### src/pkg/ssld_map.svh
`ifndef SSLD_MAP_SVH
`define SSLD_MAP_SVH
// Behaviour
// - rising serial clock shifts input into register
// - one word is twelve bits, one per output
// - twelve outputs, each from its latch bit
// - load high makes latch follow shift register
// - load falling edge captures shift register contents
// - load low holds latch despite shifting
// - blank high forces outputs low, latch kept
// - blank low shows latch bits on outputs
// - blank high also signals shutdown mode
// - reset clears register, latch, outputs, serial out
// - last stage drives serial data output
// - serial output updates on rising clock edge
// - blanking independent of shifting and latching

// ----------------------------------------------------------------
// widths and reset values
// ----------------------------------------------------------------
`define SSLD_WORD_BITS 12
`define SSLD_WORD_RST 12'h000
`define SSLD_BIT_RST 1'h0
`define SSLD_SYNC_RST 2'h0
`endif

### src/pkg/ssld_pkg.sv
// ----------------------------------------------------------------
// shared types
// ----------------------------------------------------------------
package ssld_pkg;
  // operating mode shown on the shutdown output
  typedef enum logic {SSLD_RUN, SSLD_SHUTDOWN} ssld_mode_t;
endpackage

### src/ssld_sync.sv
`include "ssld_map.svh"
// ----------------------------------------------------------------
// two flop synchroniser, one per bit
// ----------------------------------------------------------------
module ssld_sync
  import ssld_pkg::*;
#(
  parameter int WIDTH = 4
) (
  // clock and reset
  input wire logic clk,
  input wire logic rst_n,
  // asynchronous inputs and synchronised copy
  input wire logic [WIDTH-1:0] d,
  output logic [WIDTH-1:0] q
);
  genvar i;
  // each bit crosses on its own; first stage only feeds the second
  for (i = 0; i < WIDTH; i++) begin : g_bit
    logic meta_ff; // first stage, read by second only
    logic hold_ff; // second stage
    always_ff @(posedge clk or negedge rst_n) begin
      if (!rst_n) begin
        meta_ff <= `SSLD_BIT_RST;
        hold_ff <= `SSLD_BIT_RST;
      end else begin
        meta_ff <= d[i];
        hold_ff <= meta_ff;
      end
    end
    assign q[i] = hold_ff;
  end
endmodule

### src/ssld_top.sv
`include "ssld_map.svh"
// ----------------------------------------------------------------
// serial shift latch driver, oversampled on CLOCK
// ----------------------------------------------------------------
module ssld_top
  import ssld_pkg::*;
#(
  parameter int WORD_BITS = `SSLD_WORD_BITS
) (
  // system clock and reset
  input wire logic CLOCK,
  input wire logic RST_N,
  // serial interface pins
  input wire logic SER_CLK,
  input wire logic SER_DIN,
  input wire logic SER_LOAD,
  input wire logic SER_BLANK,
  output logic SER_DOUT,
  // display drive
  output logic [WORD_BITS-1:0] DRIVER_OUTPUTS,
  output logic SHUTDOWN
);
  // ----------------------------------------------------------------
  // reset release
  // ----------------------------------------------------------------
  logic [1:0] rst_sync_ff; // release shifter
  logic rst_n; // synchronised reset
  // reset release
  // asserts at once, releases two clocks later, so no flop leaves reset
  // on an edge that another one still misses
  always_ff @(posedge CLOCK or negedge RST_N) begin
    if (!RST_N) begin
      rst_sync_ff <= `SSLD_SYNC_RST;
    end else begin
      rst_sync_ff <= {rst_sync_ff[0], 1'h1};
    end
  end
  assign rst_n = rst_sync_ff[1];

  // ----------------------------------------------------------------
  // pin synchronisation
  // ----------------------------------------------------------------
  logic [3:0] pins_s; // {blank, load, din, clk}
  ssld_sync #(.WIDTH(4)) u_sync (
    .clk(CLOCK),
    .rst_n(rst_n),
    .d({SER_BLANK, SER_LOAD, SER_DIN, SER_CLK}),
    .q(pins_s)
  );
  logic sclk_s, din_s, load_s, blank_s;
  assign sclk_s = pins_s[0];
  assign din_s = pins_s[1];
  assign load_s = pins_s[2];
  assign blank_s = pins_s[3];

  // ----------------------------------------------------------------
  // edge detection
  // ----------------------------------------------------------------
  logic sclk_d_ff; // previous serial clock level
  logic load_d_ff; // previous load level
  // both reset low, the idle level of the serial clock: no false rise
  // after reset; a load pin held high at reset only starts following
  always_ff @(posedge CLOCK or negedge rst_n) begin
    if (!rst_n) begin
      sclk_d_ff <= `SSLD_BIT_RST;
      load_d_ff <= `SSLD_BIT_RST;
    end else begin
      sclk_d_ff <= sclk_s;
      load_d_ff <= load_s;
    end
  end
  logic sclk_rise, load_fall;
  assign sclk_rise = sclk_s & ~sclk_d_ff;
  assign load_fall = ~load_s & load_d_ff;

  // ----------------------------------------------------------------
  // shift register
  // ----------------------------------------------------------------
  // one stage per word bit
  logic [WORD_BITS-1:0] shift_ff; // twelve stages
  logic [WORD_BITS-1:0] nxt_shift;
  // data settled at the same sampled edge as the clock; using the
  // current copy keeps setup/hold symmetric around the edge
  assign nxt_shift = {shift_ff[WORD_BITS-2:0], din_s};
  always_ff @(posedge CLOCK or negedge rst_n) begin
    if (!rst_n) begin
      shift_ff <= `SSLD_WORD_RST;
    end else if (sclk_rise) begin
      shift_ff <= nxt_shift;
    end
  end

  // ----------------------------------------------------------------
  // output latch
  // ----------------------------------------------------------------
  logic [WORD_BITS-1:0] latch_ff; // display word
  // transparent latch
  // following while high makes the falling edge keep the last value
  always_ff @(posedge CLOCK or negedge rst_n) begin
    if (!rst_n) begin
      latch_ff <= `SSLD_WORD_RST;
    end else if (load_s || load_fall) begin
      latch_ff <= shift_ff;
    end
  end

  // ----------------------------------------------------------------
  // outputs
  // ----------------------------------------------------------------
  // blanked drive
  always_ff @(posedge CLOCK or negedge rst_n) begin
    if (!rst_n) begin
      DRIVER_OUTPUTS <= `SSLD_WORD_RST;
    end else if (blank_s) begin
      DRIVER_OUTPUTS <= `SSLD_WORD_RST;
    end else begin
      DRIVER_OUTPUTS <= latch_ff;
    end
  end

  always_ff @(posedge CLOCK or negedge rst_n) begin
    if (!rst_n) begin
      SHUTDOWN <= `SSLD_BIT_RST;
    end else begin
      SHUTDOWN <= (blank_s ? SSLD_SHUTDOWN : SSLD_RUN);
    end
  end

  // cascade output
  // the last stage after the rising-edge shift, so it moves then
  always_ff @(posedge CLOCK or negedge rst_n) begin
    if (!rst_n) begin
      SER_DOUT <= `SSLD_BIT_RST;
    end else if (sclk_rise) begin
      SER_DOUT <= shift_ff[WORD_BITS-2];
    end
  end
endmodule
### config.mk
export PLATFORM = sky130hd
export DESIGN_NAME = ssld_top
export DESIGN_NICKNAME = d
export VERILOG_FILES = /design/src/pkg/ssld_pkg.sv /design/src/ssld_sync.sv /design/src/ssld_top.sv
export VERILOG_INCLUDE_DIRS = /design/src /design/src/pkg
export SDC_FILE = /design/constraint.sdc
export NUM_CORES = 1
export LEC_CHECK = 0
export BUFFER_PORTS_ARGS = -buffer_cell sky130_fd_sc_hd__buf_4
export CORE_MARGIN = 3
export CORE_UTILIZATION = 59
export DETAILED_ROUTE_END_ITERATION = 16
export HOLD_SLACK_MARGIN = 0.15
export PLACE_DENSITY_LB_ADDON = 0.05
export SETUP_SLACK_MARGIN = 0.5
export SLEW_MARGIN = 20
export SYNTH_ARGS = -nofsm -noshare
export SYNTH_HDL_FRONTEND = slang
export SYNTH_SLANG_ARGS = --single-unit
### constraint.sdc
create_clock -name CLOCK -period 2.6 [get_ports CLOCK]
set_input_delay 0.13 -clock CLOCK [delete_from_list [all_inputs] [get_ports CLOCK]]
set_output_delay 0.13 -clock CLOCK [all_outputs]
set_load 0.05 [all_outputs]
==> impl_metrics.csv <==
group,metric,value,unit
run_status,status,"finished clean",
worst_hold_path,min_path_type,"reg2reg",
sta,max_freq,0.717,GHz
sta,setup_tns,0,ps
die,die_area,3490,um2
yosys,synth_edf_count,0,
sta,holdWs,361,ps
sta,worst_pin_slew,941,ps
placement,dp.cells,137,
cts,clock_latency,350,ps
grt,grt_overflow,0,
yosys,yosys_warnings,0,
cts,clock_sinks,49,
grt,antenna_found_initial,0,
route,wl_per_cell,15.2,um
sta,fin_skew,8.30,ps
cts,h-tree-depth,2,
power_and_ir_drop,ir_drop,0.828,mV
flow_run,max_cap_viol_count,0,
grt,grt_usage,15.9,%
worst_setup_path,cp-start-kind,"register",
worst_setup_path,worstPathRequired,2840,ps
route,routed_wl,2290,um
layout,instances_no_fill,151,
yosys,synth_top_area_share,73.7,%
route,drtIter0Drc,8,
yosys,ys_seq_area_share,73.7,%
die,num_rows,18,
worst_setup_path,worstPathMaxFanout,12,
route,drc_errors,0,
layout,final_area,1930,um2
grt,grt_max_degree,48,
yosys,synthFlopType,"dfrtp_1",
yosys,ys_top_cells_by_area,"dfrtp_1, mux2_2, mux2_4",
sta,finalSetupViolCount,0,
yosys,yosys.area.top_type,"dfrtp_1",
yosys,synth_nets,97,
die,initial_utilization,64.8,%
route,via_per_inst,5.21,
worst_setup_path,cp-end-kind,"register",
cts,root_buffer,"clkbuf_4",
placement,io_buffers,19,
route,first_pass_iters,3,
yosys,synth-async-reset-ratio,100,%
route,vias,786,
yosys,ys_seq_elements,49,
die,io_pins,20,
placement,post-place-ws,1210,ps
power_and_ir_drop,power,1.99,mW
placement,dpl-instance-area,1810,um2
layout,final_nets,126,
power_and_ir_drop,p_leak,0.924,nW
die,die_h,59.1,um
yosys,syn_area_per_cell,18.3,um2
yosys,yosys-top-cells-count,"dfrtp_1, mux2_2, nor2b_1",
die,fp.dieW,59.1,um
cts,cts_tree,"yes",
sta,fin_crit_sh,53.6,%
cts,cts_made_buffers,5,
layout,finalCoreUtilization,75.3,%
sta,relSlewSlack,37.2,%
cts,clk_pin_slew,120,ps
yosys,syn_area,1660,um2
route,ant_nets,0,
sta,rsz0062_at_grt,"no",
sta,post-route-worst-setup-slack,1210,ps
layout,area_growth_syn_to_layout,16.3,%
sta,hold_viol,0,
sta,slew_viol_final,0,
layout,layout-drive-gt1-share,43.0,%
worst_setup_path,criticalPathCategory,"reg2reg",
worst_setup_path,cp.arrival,1640,ps
sta,post-route-min-period,1390,ps
layout,antennaDiodeCount,0,
yosys,synth_cell_types,10,
power_and_ir_drop,power_density,1030,nW/um2
yosys,syn_inst,91,
placement,place.gp.congestion,0.702,
yosys,yosysMostFrequentCell,"dfrtp_1",
grt,grt_pass1_vias,790,
die,core_area,2570,um2
grt,grt_pass1_wl,3780,um
cts,cts_setup_buffers,0,
placement,post-dp-hpwl,1430,um
cts,cts.path.max_buffers,2,
[sequential cells by signal, summed over array words and instances (netlist names)]
| name | flops |
|---|---|
| DRIVER_OUTPUTS | 12 |
| SHUTDOWN | 1 |
| latch_ff | 12 |
| load_d_ff | 1 |
| rst_sync_ff | 2 |
| sclk_d_ff | 1 |
| shift_ff | 12 |
| u_sync.g_bit.hold_ff | 4 |
| u_sync.g_bit.meta_ff | 4 |
[kinds of logic (layout without fill, tap and decap cells)]
group,after synthesis,in the layout,share of synthesized area [%]
muxes,24,24,18.5
other,1,1,0.226
DFF,49,49,73.7
and+or+nand+nor,14,14,5.72
buffers and inverters,3,33,1.81
[layer usage]
layer	track usage (%)	vias up	routed length, um	share of wire, %
li1	-	354	-	-
met1	18.7	409	939	41
met2	25.4	17	1170	51
met3	6.54	6	121	5.3
met4	7.77	0	57	2.5
met5	0	-	0	0
[final cells by class]
type | count | area (um2)
repair buffers | 25 | 203
well taps | 30 | 37.5
clock buffers | 8 | 58.8
flip-flops and latches | 49 | 1230
multi-input cells | 39 | 407
fillers | 179 | 634
[path summary, 6_finish.rpt]
| kind | startpoint | end | slack (ps) | depth (start not counted) |
|---|---|---|---|---|
| min reg2reg | u_sync.g_bit[3].meta_ff$_DFF_PN0_ | u_sync.g_bit[3].hold_ff$_DFF_PN0_ | 360 | 0 |
| max | load_d_ff$_DFF_PN0_ | latch_ff[7]$_DFFE_PN0P_ | 1210 | 2 |
| max reg2reg | load_d_ff$_DFF_PN0_ | latch_ff[7]$_DFFE_PN0P_ | 1210 | 2 |
| min in group asynchronous | rst_sync_ff[1]$_DFF_PN0_ | shift_ff[11]$_DFFE_PN0P_ | 430 | 0 |
| min | u_sync.g_bit[3].meta_ff$_DFF_PN0_ | u_sync.g_bit[3].hold_ff$_DFF_PN0_ | 360 | 0 |
| max in group asynchronous | rst_sync_ff[1]$_DFF_PN0_ | u_sync.g_bit[3].hold_ff$_DFF_PN0_ | 1590 | 0 |
[what timing repair did]
action                     in CTS  in global routing
hold endpoints to repair        6                  0
hold buffers                    6                  0
resized for setup               0                  0
setup endpoints to repair       0                  0
[worst max-delay path, stage by stage, from the launching register on]
cell,delay [ps]
dfrtp_1,400
nor2_2,480
mux2_2,400
[cells in the final DEF (no fill, tap or decap)]
| cell | count |
|---|---|
| buf_4 | 19 |
| nor2b_4 | 1 |
| mux2_4 | 10 |
| mux2_2 | 14 |
| conb_1 | 1 |
| dlygate4sd3_1 | 6 |
| nor2b_1 | 12 |
| clkbuf_8 | 1 |
| dfrtp_1 | 48 |
| nor2_2 | 1 |
| clkbuf_4 | 5 |
| dfrtp_2 | 1 |
| clkbuf_1 | 2 |
[report_power, final]
part	total (mW)	leakage, nW	internal [mW]	switching (mW)
sequential	1.11	0.600	0.972	0.134
clock	0.347	0.0326	0.134	0.213
combinational	0.534	0.292	0.270	0.264
total	1.99	0.924	1.38	0.612
Note: power is estimated with default switching activity, not from simulation.
